==> src/common/tpu_pkg.sv <==
package tpu_pkg;
   // ------------------------------------------------------------
   // Sizes
   // ------------------------------------------------------------
   localparam int UNITS = 3;
   localparam int CNT_W = 8;
   localparam int PRE_W = 16;
   localparam int SEL_W = 5;
   localparam int ADDR_W = 8;
   localparam int IDX_W = 6;

   // ------------------------------------------------------------
   // Register indices (byte address is four times the index)
   // ------------------------------------------------------------
   localparam logic [IDX_W-1:0] IDX_CMP [UNITS] = '{6'h03, 6'h05, 6'h07};
   localparam logic [IDX_W-1:0] IDX_RLD [UNITS] = '{6'h04, 6'h06, 6'h08};
   localparam logic [IDX_W-1:0] IDX_CTRL [UNITS] = '{6'h09, 6'h0a, 6'h0b};
   localparam logic [IDX_W-1:0] IDX_DIV [UNITS] = '{6'h0c, 6'h0d, 6'h0e};
   localparam logic [IDX_W-1:0] IDX_SRC = 6'h0f;
   localparam logic [IDX_W-1:0] IDX_PIN = 6'h10;
   localparam logic [IDX_W-1:0] IDX_CNT [UNITS] = '{6'h11, 6'h12, 6'h13};

   // ------------------------------------------------------------
   // Field positions
   // ------------------------------------------------------------
   localparam int CTRL_CLR_BIT = 0;
   localparam int CTRL_RUN_BIT = 2;
   localparam int CTRL_EDGE_BIT = 3;
   localparam int CTRL_MODE_BIT = 7;
   localparam int DIV_SEL_LSB = 0;
   localparam int DIV_SHAPE_BIT = 5;
   localparam int SRC_CLR_LSB = 0;
   localparam int SRC_RUN_LSB = 2;
   localparam int SRC_CLK_BIT = 4;
   localparam int SRC_MSK_BIT [UNITS] = '{5, 7, 6};
   localparam int PIN_TRUE_BIT [UNITS] = '{0, 2, 4};
   localparam int PIN_COMP_BIT [UNITS] = '{1, 3, 5};

   // ------------------------------------------------------------
   // Encodings and values
   // ------------------------------------------------------------
   localparam logic [1:0] SRC_INT = 2'h0;
   localparam logic [1:0] SRC_EXT = 2'h1;
   localparam logic [1:0] SRC_BOTH = 2'h2;
   localparam logic MODE_PWM = 1'b1;
   localparam logic SHAPE_SQUARE = 1'b1;
   localparam logic [SEL_W-1:0] SEL_MAX = 5'h10;
   localparam logic [PRE_W-1:0] PRE_ONE = 16'h0001;
   localparam logic [PRE_W-1:0] PRE_ALL = 16'hffff;
   localparam logic [CNT_W-1:0] CNT_ZERO = 8'h00;
   localparam logic [CNT_W-1:0] CNT_ONE = 8'h01;
   localparam logic [CNT_W-1:0] CNT_MAX = 8'hff;
   localparam logic [CNT_W-1:0] PWM_TOP = 8'hfe;
   localparam logic [7:0] BYTE_ZERO = 8'h00;
   localparam logic [31:0] WORD_ZERO = 32'h0000_0000;

   typedef enum logic [2:0] {
      ES_IDLE = 3'b001,
      ES_RUN = 3'b010,
      ES_DONE = 3'b100
   } tpu_edge_e;

   typedef struct packed {
      logic mode;
      logic iclr;
      logic irun;
      logic edge_sel;
      logic [SEL_W-1:0] dsel;
      logic shape;
      logic [CNT_W-1:0] reload;
      logic [CNT_W-1:0] cmp;
   } tpu_unit_cfg_s;
endpackage : tpu_pkg

==> src/core/tpu_top.sv <==
`timescale 1ns/100ps
// Contract
// - Mode bit 0 timer, 1 PWM
// - Clock, clear, run; unit 0 may use pins
// - Counter increments on each prescaler edge
// - 16-bit prescaler divides selected clock source
// - Clear signal zeroes the 8-bit counter
// - Mask bit set holds unit in clear
// - Run gate stops counting; internal bit forces
// - Level mode: count while high, capture on fall
// - Edge mode: measure one pin period
// - Timer output frequency is prescaler over compare
// - Shape bit: square or one-period pulse
// - True and inverted pins, each enabled
// - PWM restart loads reload value
// - PWM output falls when count equals compare
// - Period 255 minus reload; high compare minus reload
// - Compare 255 high; 0 or below reload low
// - New compare applies at cycle end, or at once while the unit is cleared
// - New reload applies at the next restart
// - PWM stop holds output level
// - Cleared unit or reset floats pins
// - Divider code n divides by two to n; codes above 16 divide by two to 16
// - Edge select bit: 0 level, 1 edge
module tpu_top
   import tpu_pkg::*;
(
   // Clock and reset
   input wire logic pclk,
   input wire logic presetn,
   // APB slave
   input wire logic psel,
   input wire logic penable,
   input wire logic pwrite,
   input wire logic [ADDR_W-1:0] paddr,
   input wire logic [31:0] pwdata,
   output logic [31:0] prdata,
   output logic pready,
   output logic pslverr,
   // Unit 0 external sources
   input wire logic unit0_clear_pin,
   input wire logic unit0_run_pin,
   input wire logic unit0_clock_pin,
   // Output pins, enables active low
   output logic [UNITS-1:0] output_pin,
   output logic [UNITS-1:0] output_pin_oe_n,
   output logic [UNITS-1:0] output_pin_inv,
   output logic [UNITS-1:0] output_pin_inv_oe_n
);
   // ------------------------------------------------------------
   // Registers and state
   // ------------------------------------------------------------
   tpu_unit_cfg_s cfg_q [UNITS];
   logic [7:0] src_q;
   logic [7:0] pin_q;
   logic [UNITS-1:0][CNT_W-1:0] cnt_q;
   logic [UNITS-1:0][CNT_W-1:0] cmp_act_q;
   logic [UNITS-1:0][PRE_W-1:0] pre_q;
   logic [UNITS-1:0] wave_q;
   logic [CNT_W-1:0] cap_q;
   logic run_pin_prev_q;
   logic clk_pin_prev_q;
   tpu_edge_e edge_q;
   logic pready_q;
   logic pslverr_q;
   logic [31:0] prdata_q;
   logic [UNITS-1:0] pin_oe_n_q;
   logic [UNITS-1:0] pin_inv_oe_n_q;
   logic [UNITS-1:0] pin_out_q;
   logic [UNITS-1:0] pin_inv_q;

   logic [UNITS-1:0] clr;
   logic [UNITS-1:0] run;
   logic [UNITS-1:0] tick;
   logic [UNITS-1:0] pulse;
   logic ext_run;
   logic run_rise;
   logic run_fall;
   logic [IDX_W-1:0] idx;
   logic hit;
   logic [31:0] rdata;
   logic wr_en;

   // Divide by two to the code; codes above the top divide by the top
   function automatic logic [PRE_W-1:0] div_mask(input logic [SEL_W-1:0] sel);
      logic [PRE_W-1:0] m;
      m = PRE_ALL;
      if (sel < SEL_MAX) begin
         m = (PRE_ONE << sel) - PRE_ONE;
      end
      return m;
   endfunction : div_mask

   // ------------------------------------------------------------
   // Unit 0 source selection
   // ------------------------------------------------------------
   assign run_rise = unit0_run_pin & ~run_pin_prev_q;
   assign run_fall = ~unit0_run_pin & run_pin_prev_q;
   assign ext_run = cfg_q[0].edge_sel ? (edge_q == ES_RUN) : unit0_run_pin;

   always_comb begin
      for (int u = 0; u < UNITS; u++) begin
         clr[u] = ~cfg_q[u].iclr | src_q[SRC_MSK_BIT[u]];
         run[u] = cfg_q[u].irun;
         tick[u] = 1'b1;
         pulse[u] = tick[u] & ((pre_q[u] & div_mask(cfg_q[u].dsel)) == div_mask(cfg_q[u].dsel));
      end
      if (src_q[SRC_CLR_LSB +: 2] == SRC_EXT) begin
         clr[0] = unit0_clear_pin | src_q[SRC_MSK_BIT[0]];
      end else if (src_q[SRC_CLR_LSB +: 2] == SRC_BOTH) begin
         clr[0] = unit0_clear_pin | ~cfg_q[0].iclr | src_q[SRC_MSK_BIT[0]];
      end
      if (src_q[SRC_RUN_LSB +: 2] == SRC_EXT) begin
         run[0] = ext_run;
      end else if (src_q[SRC_RUN_LSB +: 2] == SRC_BOTH) begin
         run[0] = ext_run | cfg_q[0].irun;
      end
      // Pin clock must be under half pclk or edges are missed
      if (src_q[SRC_CLK_BIT]) begin
         tick[0] = unit0_clock_pin & ~clk_pin_prev_q;
      end
      pulse[0] = tick[0] & ((pre_q[0] & div_mask(cfg_q[0].dsel)) == div_mask(cfg_q[0].dsel));
   end

   always_ff @(posedge pclk or negedge presetn) begin
      if (!presetn) begin
         run_pin_prev_q <= 1'b0;
         clk_pin_prev_q <= 1'b0;
      end else begin
         run_pin_prev_q <= unit0_run_pin;
         clk_pin_prev_q <= unit0_clock_pin;
      end
   end

   // ------------------------------------------------------------
   // Edge measurement and capture
   // ------------------------------------------------------------
   always_ff @(posedge pclk or negedge presetn) begin
      if (!presetn) begin
         edge_q <= ES_IDLE;
      end else if (clr[0]) begin
         edge_q <= ES_IDLE;
      end else begin
         case (edge_q)
            ES_IDLE: if (run_rise) edge_q <= ES_RUN;
            ES_RUN: if (run_rise) edge_q <= ES_DONE;
            ES_DONE: edge_q <= ES_DONE;
            default: edge_q <= ES_IDLE;
         endcase
      end
   end

   always_ff @(posedge pclk or negedge presetn) begin
      if (!presetn) begin
         cap_q <= CNT_ZERO;
      end else if (!cfg_q[0].edge_sel && run_fall) begin
         cap_q <= cnt_q[0];
      end else if (cfg_q[0].edge_sel && edge_q == ES_RUN && run_rise) begin
         cap_q <= cnt_q[0];
      end
   end

   // ------------------------------------------------------------
   // Prescaler, counter and waveform per unit
   // ------------------------------------------------------------
   for (genvar u = 0; u < UNITS; u++) begin : g_unit
      logic [CNT_W-1:0] nxt;
      logic [CNT_W:0] half;
      logic pwm_on;
      assign nxt = cnt_q[u] + CNT_ONE;
      assign half = ({1'b0, cmp_act_q[u]} + 9'h001) >> 1;
      assign pwm_on = (cfg_q[u].cmp == CNT_MAX) || (cfg_q[u].cmp > cfg_q[u].reload);

      always_ff @(posedge pclk or negedge presetn) begin
         if (!presetn) begin
            pre_q[u] <= '0;
         end else if (clr[u]) begin
            pre_q[u] <= '0;
         end else if (tick[u]) begin
            pre_q[u] <= pre_q[u] + PRE_ONE;
         end
      end

      always_ff @(posedge pclk or negedge presetn) begin
         if (!presetn) begin
            cnt_q[u] <= CNT_ZERO;
            cmp_act_q[u] <= CNT_ZERO;
            wave_q[u] <= 1'b0;
         end else if (clr[u]) begin
            cnt_q[u] <= CNT_ZERO;
            cmp_act_q[u] <= cfg_q[u].cmp;
            wave_q[u] <= 1'b0;
         end else if (pulse[u] && run[u]) begin
            if (cfg_q[u].mode == MODE_PWM) begin
               // Restart early so period is 255 minus reload
               if (cnt_q[u] >= PWM_TOP) begin
                  cnt_q[u] <= cfg_q[u].reload;
                  cmp_act_q[u] <= cfg_q[u].cmp;
                  wave_q[u] <= pwm_on;
               end else begin
                  cnt_q[u] <= nxt;
                  if (nxt == cmp_act_q[u] && cmp_act_q[u] != CNT_MAX) begin
                     wave_q[u] <= 1'b0;
                  end
               end
            end else if (cmp_act_q[u] != CNT_ZERO && nxt == cmp_act_q[u]) begin
               cnt_q[u] <= CNT_ZERO;
               cmp_act_q[u] <= cfg_q[u].cmp;
               wave_q[u] <= (cfg_q[u].shape == SHAPE_SQUARE) ? (half != 9'h000) : 1'b1;
            end else begin
               cnt_q[u] <= nxt;
               if (cmp_act_q[u] == CNT_ZERO) begin
                  wave_q[u] <= 1'b0;
               end else if (cfg_q[u].shape == SHAPE_SQUARE) begin
                  wave_q[u] <= ({1'b0, nxt} < half);
               end else begin
                  wave_q[u] <= 1'b0;
               end
            end
         end
      end

      always_ff @(posedge pclk or negedge presetn) begin
         if (!presetn) begin
            pin_oe_n_q[u] <= 1'b1;
            pin_inv_oe_n_q[u] <= 1'b1;
            pin_out_q[u] <= 1'b0;
            pin_inv_q[u] <= 1'b0;
         end else begin
            pin_oe_n_q[u] <= clr[u] | ~pin_q[PIN_TRUE_BIT[u]];
            pin_inv_oe_n_q[u] <= clr[u] | ~pin_q[PIN_COMP_BIT[u]];
            pin_out_q[u] <= wave_q[u];
            pin_inv_q[u] <= ~wave_q[u];
         end
      end

   end : g_unit

   // ------------------------------------------------------------
   // APB slave: answer prepared in setup, so no wait states
   // ------------------------------------------------------------
   assign idx = paddr[ADDR_W-1:2];
   assign wr_en = psel & penable & pready_q & pwrite & ~pslverr_q;

   always_comb begin
      hit = 1'b0;
      rdata = WORD_ZERO;
      if (paddr[1:0] != 2'h0) begin
         hit = 1'b0;
      end else if (idx == IDX_SRC) begin
         hit = 1'b1;
         rdata = {24'h000000, src_q};
      end else if (idx == IDX_PIN) begin
         hit = 1'b1;
         rdata = {24'h000000, pin_q};
      end else begin
         for (int u = 0; u < UNITS; u++) begin
            if (idx == IDX_CMP[u]) begin
               hit = 1'b1;
            end else if (idx == IDX_RLD[u]) begin
               hit = 1'b1;
               rdata = {24'h000000, cfg_q[u].reload};
            end else if (idx == IDX_CTRL[u]) begin
               hit = 1'b1;
               rdata[CTRL_CLR_BIT] = cfg_q[u].iclr;
               rdata[CTRL_RUN_BIT] = cfg_q[u].irun;
               rdata[CTRL_EDGE_BIT] = cfg_q[u].edge_sel;
               rdata[CTRL_MODE_BIT] = cfg_q[u].mode;
            end else if (idx == IDX_DIV[u]) begin
               hit = 1'b1;
               rdata[DIV_SEL_LSB +: SEL_W] = cfg_q[u].dsel;
               rdata[DIV_SHAPE_BIT] = cfg_q[u].shape;
            end else if (idx == IDX_CNT[u]) begin
               hit = 1'b1;
               rdata = {24'h000000, cnt_q[u]};
               if (u == 0 && src_q[SRC_RUN_LSB +: 2] != SRC_INT) begin
                  rdata = {24'h000000, cap_q};
               end
            end
         end
      end
   end

   always_ff @(posedge pclk or negedge presetn) begin
      if (!presetn) begin
         pready_q <= 1'b0;
         pslverr_q <= 1'b0;
         prdata_q <= WORD_ZERO;
      end else if (psel && !penable) begin
         pready_q <= 1'b1;
         pslverr_q <= ~hit | (pwrite & (idx == IDX_CNT[0] || idx == IDX_CNT[1]
            || idx == IDX_CNT[2]));
         prdata_q <= pwrite ? WORD_ZERO : rdata;
      end else begin
         pready_q <= 1'b0;
         pslverr_q <= 1'b0;
         prdata_q <= WORD_ZERO;
      end
   end

   always_ff @(posedge pclk or negedge presetn) begin
      if (!presetn) begin
         src_q <= BYTE_ZERO;
         pin_q <= BYTE_ZERO;
         for (int u = 0; u < UNITS; u++) begin
            cfg_q[u] <= '0;
         end
      end else if (wr_en) begin
         if (idx == IDX_SRC) begin
            src_q <= pwdata[7:0];
         end else if (idx == IDX_PIN) begin
            pin_q <= pwdata[7:0];
         end else begin
            for (int u = 0; u < UNITS; u++) begin
               if (idx == IDX_CMP[u]) begin
                  cfg_q[u].cmp <= pwdata[CNT_W-1:0];
               end else if (idx == IDX_RLD[u]) begin
                  cfg_q[u].reload <= pwdata[CNT_W-1:0];
               end else if (idx == IDX_CTRL[u]) begin
                  cfg_q[u].iclr <= pwdata[CTRL_CLR_BIT];
                  cfg_q[u].irun <= pwdata[CTRL_RUN_BIT];
                  cfg_q[u].edge_sel <= pwdata[CTRL_EDGE_BIT];
                  cfg_q[u].mode <= pwdata[CTRL_MODE_BIT];
               end else if (idx == IDX_DIV[u]) begin
                  cfg_q[u].dsel <= pwdata[DIV_SEL_LSB +: SEL_W];
                  cfg_q[u].shape <= pwdata[DIV_SHAPE_BIT];
               end
            end
         end
      end
   end

   // ------------------------------------------------------------
   // Outputs
   // ------------------------------------------------------------
   assign prdata = prdata_q;
   assign pready = pready_q;
   assign pslverr = pslverr_q;
   assign output_pin = pin_out_q;
   assign output_pin_oe_n = pin_oe_n_q;
   assign output_pin_inv = pin_inv_q;
   assign output_pin_inv_oe_n = pin_inv_oe_n_q;
endmodule : tpu_top

==> config.mk <==
export PLATFORM = sky130hd
export DESIGN_NAME = tpu_top
export DESIGN_NICKNAME = d
export VERILOG_FILES = /design/src/common/tpu_pkg.sv /design/src/core/tpu_top.sv
export SDC_FILE = /design/constraint.sdc
export NUM_CORES = 1
export LEC_CHECK = 0
export ABC_AREA = 1
export BUFFER_PORTS_ARGS = -buffer_cell sky130_fd_sc_hd__buf_2
export CAP_MARGIN = 20
export CORE_UTILIZATION = 53
export CTS_BUF_LIST = sky130_fd_sc_hd__clkbuf_4
export DETAILED_ROUTE_END_ITERATION = 16
export HOLD_SLACK_MARGIN = 0.1
export PLACE_DENSITY = 0.75
export SLEW_MARGIN = 40
export SYNTH_ARGS = -nofsm -noshare
export SYNTH_HDL_FRONTEND = slang
export SYNTH_SLANG_ARGS = --single-unit
==> constraint.sdc <==
create_clock -name pclk -period 5.4 [get_ports pclk]
set_clock_uncertainty 0.05 [all_clocks]
set_input_delay 1.08 -clock pclk [delete_from_list [all_inputs] [get_ports pclk]]
set_output_delay 1.08 -clock pclk [all_outputs]
set_load 0.03 [all_outputs]
## Word level (Yosys, flattened, before mapping)

Index checks and enable logic that the tools add are counted.

- Output and inout bits: 46
- Input port bits: 48
- Word-level logic and storage cells: 418
- Register bits after elaboration: 252

- $add $sub $neg: 12
- Magnitude comparators: 12
- Reductions and logical operators: 60
- Mux-type cells: 176
- Bitwise operators: 54
- Equal/unequal tests: 44
- Shifts and indexed selects: 3

Operator list:

| cell | number |
|---|---|
| 32-bit 2-to-1 mux | 31 |
| 26-bit 2-to-1 mux | 15 |
| 8-bit 2-to-1 mux | 33 |
| 16-bit 2-to-1 mux | 7 |
| 6-bit 2-to-1 mux | 15 |
| 24-bit 2-to-1 mux | 3 |
| 1-bit 2-to-1 mux | 62 |
| 16-bit by 1-bit adder with 16-bit output (second input constant) | 3 |
| 16-bit bitwise AND | 3 |
| 16-bit == test | 3 |
| 6-bit by 4-bit == test with 1-bit output (second input constant) | 8 |
| 1-bit by 5-bit left shift with 16-bit output (first input constant) | 3 |
| 16-bit by 1-bit subtractor with 16-bit output (second input constant) | 3 |
| 1-bit inverter | 28 |
| 8-bit by 1-bit adder with 9-bit output (second input constant) | 3 |
| 9-bit nonzero test | 3 |
| 8-bit by 1-bit adder with 8-bit output (second input constant) | 3 |
| 6-bit by 3-bit == test with 1-bit output (second input constant) | 4 |
| 6-bit by 5-bit == test with 1-bit output (second input constant) | 4 |
| 8-bit == test | 3 |
| 8-bit == test (second input constant) | 3 |
| 8-bit >= comparator (second input constant) | 3 |
| 8-bit > comparator | 3 |
| 8-bit zero test | 3 |
| 29 further kinds | 112 |

## Depth between registers and ports, before layout

Gate-level depths: netlist of the first run.

- Word-level depth: 51
- Mapped depth: 18
- Mapped depth without buffers: 16

## Worst setup path before layout of the first run

No wires, ideal clock.

- Path kind: input to register
- From: input port paddr[7]
- To: register prdata_q[5] (netlist: prdata[5])
- Required time: 5.224 ns
- Library setup time: 0.126 ns
- Path buffers: 0
- Setup slack: 2.855 ns
- Stages on the path: 10
- Arrival: 2.370 ns
- Path through: nor2_2 -> nand3_1 -> nor2_1 -> inv_1 -> o21ai_0 -> nor2_1 -> nor2_1 -> nand3_1 -> nand2_1 -> a21oi_1

- Longest elaborated chain between the ends: 50
- Elaborated cells between the ends (all ways): 66
- Those cells by class: 17 x eq/ne; 49 x mux

Ends and longest elaborated chain:

| element | line | RTL |
|---|---|---|
| start: declaration | tpu_top.sv:35 | `input wire logic [ADDR_W-1:0] paddr,` |
| 6-bit by 5-bit == test with 1-bit output | tpu_top.sv:273 | `end else if (idx == IDX_CNT[u]) begin` |
| 32-bit 2-to-1 mux | tpu_top.sv:273 |  |
| 32-bit 2-to-1 mux | tpu_top.sv:269 | `end else if (idx == IDX_DIV[u]) begin` |
| 32-bit 2-to-1 mux | tpu_top.sv:263 | `end else if (idx == IDX_CTRL[u]) begin` |
| 32-bit 2-to-1 mux | tpu_top.sv:260 | `end else if (idx == IDX_RLD[u]) begin` |
| 32-bit 2-to-1 mux | tpu_top.sv:258 | `if (idx == IDX_CMP[u]) begin` |
| 32-bit 2-to-1 mux | tpu_top.sv:253 | `end else if (idx == IDX_PIN) begin` |
| 32-bit 2-to-1 mux | tpu_top.sv:250 | `end else if (idx == IDX_SRC) begin` |
| [34 not listed] | - |  |
| 3-bit 2-to-1 mux | tpu_top.sv:263 |  |
| 32-bit 2-to-1 mux | tpu_top.sv:260 |  |
| 32-bit 2-to-1 mux | tpu_top.sv:258 |  |
| 32-bit 2-to-1 mux | tpu_top.sv:253 |  |
| 32-bit 2-to-1 mux (*) | tpu_top.sv:250 |  |
| 32-bit 2-to-1 mux (*) | tpu_top.sv:248 | `if (paddr[1:0] != 2'h0) begin` |
| 32-bit 2-to-1 mux (*) | tpu_top.sv:293 | `prdata_q <= pwrite ? WORD_ZERO : rdata;` |
| 32-bit 2-to-1 mux (*) | tpu_top.sv:289 | `end else if (psel && !penable) begin` |
| end signal: assignment | tpu_top.sv:293 |  |
| end: declaration | tpu_top.sv:66 | `logic [31:0] prdata_q;` |

Every way passes the cells marked *; elsewhere a longest branch is shown, timed or not. The select of a mux whose other input is x is not followed.
A chain may end at the register's enable or synchronous reset.

## Final worst setup path of the first run

- From: register cfg_q[70] (netlist bit)
- To: register cmp_act_q[3] (netlist bit)

- Longest elaborated chain between the ends: 9
- Elaborated cells between the ends (all ways): 10
- Those cells by class: 1 x add/sub; 1 x order compare; 1 x eq/ne; 1 x shift; 1 x mux; 2 x bitwise; 3 x reduce/logical

Ends and longest elaborated chain:

| element | line | RTL |
|---|---|---|
| start: declaration | tpu_top.sv:53 | `tpu_unit_cfg_s cfg_q [UNITS];` |
| 1-bit by 5-bit left shift with 16-bit output | tpu_top.sv:89 | `m = (PRE_ONE << sel) - PRE_ONE;` |
| 16-bit by 1-bit subtractor with 16-bit output | tpu_top.sv:89 |  |
| 16-bit 2-to-1 mux (*) | tpu_top.sv:88 | `if (sel < SEL_MAX) begin` |
| 16-bit bitwise AND | tpu_top.sv:122 | `pulse[0] = tick[0] & ((pre_q[0] & div_mask(cfg_q[0].dsel)) == div_mask(cfg_q[0].dsel));` |
| 16-bit == test (*) | tpu_top.sv:122 |  |
| 1-bit bitwise AND (*) | tpu_top.sv:122 |  |
| 1-bit logical AND (*) | tpu_top.sv:193 | `end else if (pulse[u] && run[u]) begin` |
| 2-bit nonzero test (no line) (*) | - |  |
| 3-bit AND reduction (no line) (*) | - |  |
| end signal: indexed assignment | tpu_top.sv:191 | `cmp_act_q[u] <= cfg_q[u].cmp;` |
| end signal: indexed assignment | tpu_top.sv:198 | `cmp_act_q[u] <= cfg_q[u].cmp;` |
| end signal: indexed assignment | tpu_top.sv:208 | `cmp_act_q[u] <= cfg_q[u].cmp;` |
| end: declaration | tpu_top.sv:57 | `logic [UNITS-1:0][CNT_W-1:0] cmp_act_q;` |

Every way passes the cells marked *; elsewhere a longest branch is shown, timed or not.

==> results of run 1 <==
[layout by cell type, fill, tap and decap left out, drive strengths merged, types with 5 or more instances in the layout]
master    n
dfstp     7
xor2     14
clkbuf   76
a211oi    6
inv     275
o22ai    10
clkinv   30
nor3     34
dfrtp   221
buf      52
o211ai    6
a21oi    85
o21ai   196
ha       63
nand4    44
bufinv    5
nand2   685
nor4      6
nand3b    7
nand3   192
nor2    179
conb     24
a31oi     7
[cell type report]
class / count / share of cell area
multi-input combinational: 1588 / 0.480
sequential: 228 / 0.355
inverter: 276 / 0.0653
clock buffer: 76 / 0.0355
tap: 372 / 0.0289
timing repair buffer: 52 / 0.0199
clock inverter: 34 / 0.0152
antenna: 2 / 0.000311
[report_power, final]
group,internal [mW],leakage (nW),switching (mW)
Clock,0.859,0.468,0.785
Sequential,1.72,3.14,0.0188
Combinational,0.0646,4.37,0.180
Total,2.64,7.98,0.984
[worst reg2reg max path, delay by kind of cell (launching register included)]
kind | cells | cell delay [ns]
simple gates | 14 | 2.16
flops | 1 | 0.46
fa+ha+maj | 1 | 0.31
compound gates | 1 | 0.07
[flip-flops by register name, indices dropped and copies added (netlist names)]
signal and cells:
run_pin_prev_q 1, prdata 8, clk_pin_prev_q 1, pslverr 1, pready 1, output_pin_inv_oe_n 3, cnt_q 24, output_pin_inv 3
pre_q 48, output_pin 3, edge_q 3, pin_q 8, cmp_act_q 24, src_q 8, cfg_q 78, output_pin_oe_n 3
wave_q 3, cap_q 8
[stage by stage]
stage	util	hold WS, ns
after floorplan	-	0.324
after global placement	0.560	0.333
after detailed placement	0.560	0.337
after CTS	0.590	0.360
after global routing	0.592	0.147
final	0.592	0.158
[cell families after synthesis]
group	count (synthesis)	share of synthesized area
other	1	0.000253
xor gates and xnor gates	18	0.0106
DFF	228	0.385
AOI/OAI and AO/OA	328	0.119
buffers and inverters	352	0.101
adders and majority gates	63	0.0532
and+or+nand+nor	1155	0.331
[metal layers]
metal / vias up / global-route usage
met5: - / 0
met4: 0 / 0.101
met3: 93 / 0.0422
met2: 434 / 0.513
met1: 6632 / 0.377
li1: 7102 / -
[worst max-delay path by stage]
stage,endpoint,from,cells past startpoint
3_3_place_gp,prdata[4]$_DFF_PN0_,paddr[7],11
4_1_cts,cmp_act_q[3]$_DFFE_PN0P_,cfg_q[70]$_DFFE_PN0P_,16
6_report,cmp_act_q[3]$_DFFE_PN0P_,cfg_q[70]$_DFFE_PN0P_,16
3_5_place_dp,cfg_q[66]$_DFFE_PN0P_,paddr[7],12
5_1_grt,cmp_act_q[2]$_DFFE_PN0P_,cfg_q[70]$_DFFE_PN0P_,16
2_1_floorplan,prdata[5]$_DFF_PN0_,paddr[7],10
==> run summary, run 1 <==
number of global-route vias before repair -> 13600
first-pass GRT wire length -> 67500 um
status -> completed
CP Class -> reg -> reg
worst r2r dst -> cmp_act_q[3]$_DFFE_PN0P_
DP Cell Count -> 2515
layout cells sized above 1 -> 0.0861
Register-to-Register Path Depth -> 16
Routed met3 length -> 2410 um
Overall Global Routing Usage -> 0.296
R2R Path Start -> cfg_q[70]$_DFFE_PN0P_
Syn Inst Count -> 2145
Async SR Flop Fraction -> 1.00
# IOs -> 94
Leak Pwr -> 7.98 nW
routed via count -> 14300
relative slew slack -> 0.465
FILL cells -> 2663
Pwr Density -> 226 nW/um^2
Top cell by count, worst path -> nand2_1
Seq cells post-synth -> 228
crit path DAT -> 3.71 ns
Hold Fails Final Rpt -> 0
DR top layer -> met4
WL/cell -> 15.8 um
initial antenna violation count -> 1
worst setup margin -> 2.19 ns
CTS Buf Count -> 61
CTS tree -> yes
area leader, netlist -> dfrtp_1
Routed WL -> 41500 um
worst-skew pair later-pin latency -> 0.75 ns
Post-CTS Setup Bufs -> 0
Max Slew Vio Count -> 0
unrepaired setup endpoints after global routing -> false
dpl ws -> 2.08 ns
Slew @ Worst Pin -> 0.799 ns
Primary FF master, synth -> dfrtp_1
met1 wire length -> 17700 um
Max Fanout on Critical Path -> 20
First DRT Iteration DRCs -> 1098
Final Cell Area -> 16100 um^2
period utilization -> 0.594
Die H -> 169 um
slowest stage delay, CP -> 0.53 ns
Sink Count -> 228
area of the mapped netlist -> 14800 um^2
Critical Path Start Type -> register
peak supply drop -> 0.000157 V
Hold Buf Count CTS -> 0
Via density -> 5.43
Synth Area per Inst -> 6.91 um^2
CTS root buf -> clkbuf_4
CP max-delay cell -> nand2_1
synth unique cells -> 52
DRC -> 0
number of synthesized flops with an enable pin -> 0
worst-path cell chain -> nor2_1 > nand3_1 > ha_1 > nand2_1 > nand2_1 > o211ai_1 > nor2_1 > nand2_1 > nor2_1 > nand4_1 > nor2_1 > nand2_1 > nand2_1 > nand2_2 > nand2_1 > nand2_1
critical path's top delay family -> simple AND/OR/NAND/NOR gates
CP Data Required Time -> 5.90 ns
Nets -> 2318
CP Capture Type -> register
top post-synthesis cells by count -> nand2_1 (675), inv_1 (259), dfrtp_1 (221)
H-tree depth -> 2
Final Wtd Congestion -> 0.958
pin count of the biggest net entering global routing -> 113
DRT antenna net count -> 0
area of the multi-input gates -> 7710 um^2
final setup vio count -> 0
Yosys top cell area share -> 0.373
Max Cap Viol -> 0
CTS clk-pin slew, worst paths -> 0.07 ns
Initial Util -> 0.546
CTS resizes -> 0
Fmax achieved -> 0.312 GHz
Met2 Wirelength -> 20200 um
DP HPWL -> 30600 um
Seq/Total Area, Yosys -> 0.385
I/O Buffers -> 45
Ys Warns -> 0
setup_tns -> 0 ns
largest cells by area after synthesis -> dfrtp_1 (37%), nand2_1 (17%), inv_1 (6.6%), nand3_1 (6.3%), o21ai_0 (5.9%)
top-count cell post-synth -> nand2_1
PnR Total Power -> 3.63 mW
GRT overflow -> 0
Final Non-Filler Cells -> 2628
Initial DRT Pass Iterations -> 6
fin crit period -> 3.21 ns
clock tree buffer depth -> 3
row count -> 60
Area after DPL -> 15200 um^2
die area -> 28700 um^2
Area Overhead vs Synth -> 8.45%
Hold Crit Class -> in -> async
register area -> 5710 um^2
Die Span X -> 169 um
reg2reg setup slack -> 2.19 ns
Crit path buffers/inverters -> 0
Core ar. -> 27200 um^2
No activity file was read; power rests on OpenSTA's default activity.
==> run 2, diff against run 1 <==
- PLACE_DENSITY: 0.75 -> 0.78
- clock period: 5.4 -> 2.9 ns (I/O delays scaled with it)
==> run summary, run 2 (synthesized netlist as in run 1, its figures left out) <==
Max Fanout on Critical Path -> 20 (unchanged)
Core ar. -> 27200 um^2 (unchanged)
WL/cell -> 15.5 um (-2.0%)
Final Non-Filler Cells -> 2664 (+1.4%)
Sink Count -> 228 (unchanged)
CP Data Required Time -> 3.43 ns (-2.47 ns)
Die H -> 169 um (unchanged)
status -> completed
H-tree depth -> 2 (unchanged)
Pwr Density -> 404 nW/um^2 (+79%)
Via density -> 5.46 (+0.65%)
DP HPWL -> 30600 um (-0.19%)
Routed WL -> 41300 um (-0.63%)
CP max-delay cell -> dfrtp_1
CTS Buf Count -> 61 (unchanged)
final setup vio count -> 0 (unchanged)
Hold EP -> pslverr$_DFF_PN0_
layout cells sized above 1 -> 0.104 (+0.0176)
Top Registers -> cfg_q x78, pre_q x48
DRT antenna net count -> 0 (unchanged)
Slew @ Worst Pin -> 0.711 ns (-0.0878 ns)
CTS root buf -> clkbuf_4
Area Overhead vs Synth -> 10.0%
die area -> 28700 um^2 (unchanged)
Final Wtd Congestion -> 0.974 (+1.7%)
first-pass GRT wire length -> 67700 um (+0.38%)
DP Cell Count -> 2543 (+1.1%)
clock tree buffer depth -> 3 (unchanged)
Max Slew Vio Count -> 0 (unchanged)
unrepaired setup endpoints after global routing -> false
worst setup margin -> 0.212 ns (-1.98 ns)
area of the multi-input gates -> 7720 um^2 (about the same)
Layout Utilization -> 0.600 (+0.00870)
pin count of the biggest net entering global routing -> 82 (-27%)
fin crit period -> 2.69 ns (-0.520 ns)
GRT overflow -> 0 (unchanged)
CP Capture Type -> register
peak supply drop -> 0.000356 V (+130%)
Worst Hold Launch -> pwrite
FILL cells -> 2596 (-2.5%)
routed via count -> 14600 (+2.0%)
WHS Path Cells -> 3
register area -> 5720 um^2 (about the same)
worst-path cell chain -> nor2_4 > nand4_1 > ha_1 > inv_1 > nor2_1 > o21ai_0 > a21oi_1 > nand2_1 > nor2_1 > nand2_1 > nor2_2 > nand2_4 > nand2_4 > nand2_4 > nand2_1 > nand2_1
setup_tns -> 0 ns (unchanged)
DRC -> 0 (unchanged)
Register-to-Register Path Depth -> 16 (unchanged)
Initial Util -> 0.546 (unchanged)
worst r2r dst -> cmp_act_q[23]$_DFFE_PN0P_
Hold Crit Class -> in -> reg
Die Span X -> 169 um (unchanged)
Area after DPL -> 15400 um^2 (+1.5%)
CTS tree -> yes
row count -> 60 (unchanged)
initial antenna violation count -> 2 (+1)
number of global-route vias before repair -> 14000 (+3.5%)
CTS clk-pin slew, worst paths -> 0.07 ns (about the same)
Max Cap Viol -> 0 (unchanged)
Hold Fails Final Rpt -> 0 (unchanged)
Final Cell Area -> 16300 um^2 (+1.5%)
Nets -> 2353 (+1.5%)
Top cell by count, worst path -> nand2_1
# IOs -> 94 (unchanged)
I/O Buffers -> 45 (unchanged)
CP Class -> reg -> reg
Critical Path Start Type -> register
Initial DRT Pass Iterations -> 6 (unchanged)
R2R Path Start -> cfg_q[21]$_DFFE_PN0P_
reg2reg setup slack -> 0.21 ns (-1.98 ns)
relative slew slack -> 0.525 (+0.0600)
commonest non-fill, non-tap cells in the layout -> nand2_1 (673), inv_1 (259), dfrtp_1 (218)
slowest stage delay, CP -> 0.48 ns (-0.05 ns)
Overall Global Routing Usage -> 0.295 (-0.00107)
register with the most flip-flops -> cfg_q
max FFs per register -> 78 (unchanged)
period utilization -> 0.927 (+0.333)
First DRT Iteration DRCs -> 1232 (+12%)
dpl ws -> 0.256 ns (-1.82 ns)
Fmax achieved -> 0.372 GHz (+19%)
worst-skew pair later-pin latency -> 0.77 ns (+0.02 ns)
Leak Pwr -> 8.13 nW (+1.9%)
crit path DAT -> 3.21 ns (-0.50 ns)
commonest non-fill, non-tap cell in the layout -> nand2_1
run 2: routing by layer:
metal | GRT usage | vias to the layer above | part of all wire
li1 | - | 7157 | -
met1 | 0.370 | 6745 | 0.42
met2 | 0.506 | 522 | 0.48
met3 | 0.0354 | 127 | 0.062
met4 | 0.138 | 0 | 0.040
met5 | 0 | - | 0
run 2: timing repair:
| action | CTS | global route |
|---|---|---|
| gates resized for setup | 0 | 6 |
| hold buffers | 5 | 0 |
| setup endpoints to repair | 0 | 26 |
| hold endpoints to repair | 74 | 0 |
| setup buffers | 0 | 2 |
run 2: power breakdown:
part	switching [mW]	total (mW)	leakage (nW)	internal (mW)
registers	0.0325	3.24	3.13	3.21
clock network	1.39	2.88	0.465	1.49
logic	0.341	0.473	4.54	0.132
run 2: critical path, delay by kind of cell (launching register included):
kind            cells  cell delay, ns
fa+ha+maj           1            0.31
flops               1            0.48
compound gates      2            0.20
buf+inv             1            0.03
simple gates       12            1.45
run 2: cell type report:
type / count / share of cell area
multi-input combinational: 1589 / 0.473
sequential: 228 / 0.350
inverter: 276 / 0.0643
clock buffer: 89 / 0.0409
timing repair buffer: 86 / 0.0356
tap: 372 / 0.0285
clock inverter: 18 / 0.00636
antenna: 6 / 0.000920
run 2: worst max path at each step:
stage                                      from                         to  slack (ns)  depth (start not counted)
after global placement    cfg_q[73]$_DFFE_PN0P_   cmp_act_q[5]$_DFFE_PN0P_        0.30                         16
after detailed placement  cfg_q[21]$_DFFE_PN0P_  cmp_act_q[21]$_DFFE_PN0P_        0.26                         16
final                     cfg_q[21]$_DFFE_PN0P_  cmp_act_q[23]$_DFFE_PN0P_        0.21                         16
after CTS                 cfg_q[73]$_DFFE_PN0P_   cmp_act_q[7]$_DFFE_PN0P_        0.16                         16
after global routing      cfg_q[21]$_DFFE_PN0P_  cmp_act_q[23]$_DFFE_PN0P_       0.001                         15
after floorplan           cfg_q[18]$_DFFE_PN0P_  cmp_act_q[20]$_DFFE_PN0P_        0.64                         18
run 2: per-stage QoR:
| stage | total power, mW | hold WS [ns] |
|---|---|---|
| finish | 6.59 | 0.245 |
| global route | 6.87 | 0.200 |
| CTS | 6.64 | 0.220 |
| detailed placement | 3.76 | 0.348 |
| global placement | 3.75 | 0.339 |
| floorplan | 3.59 | 0.234 |
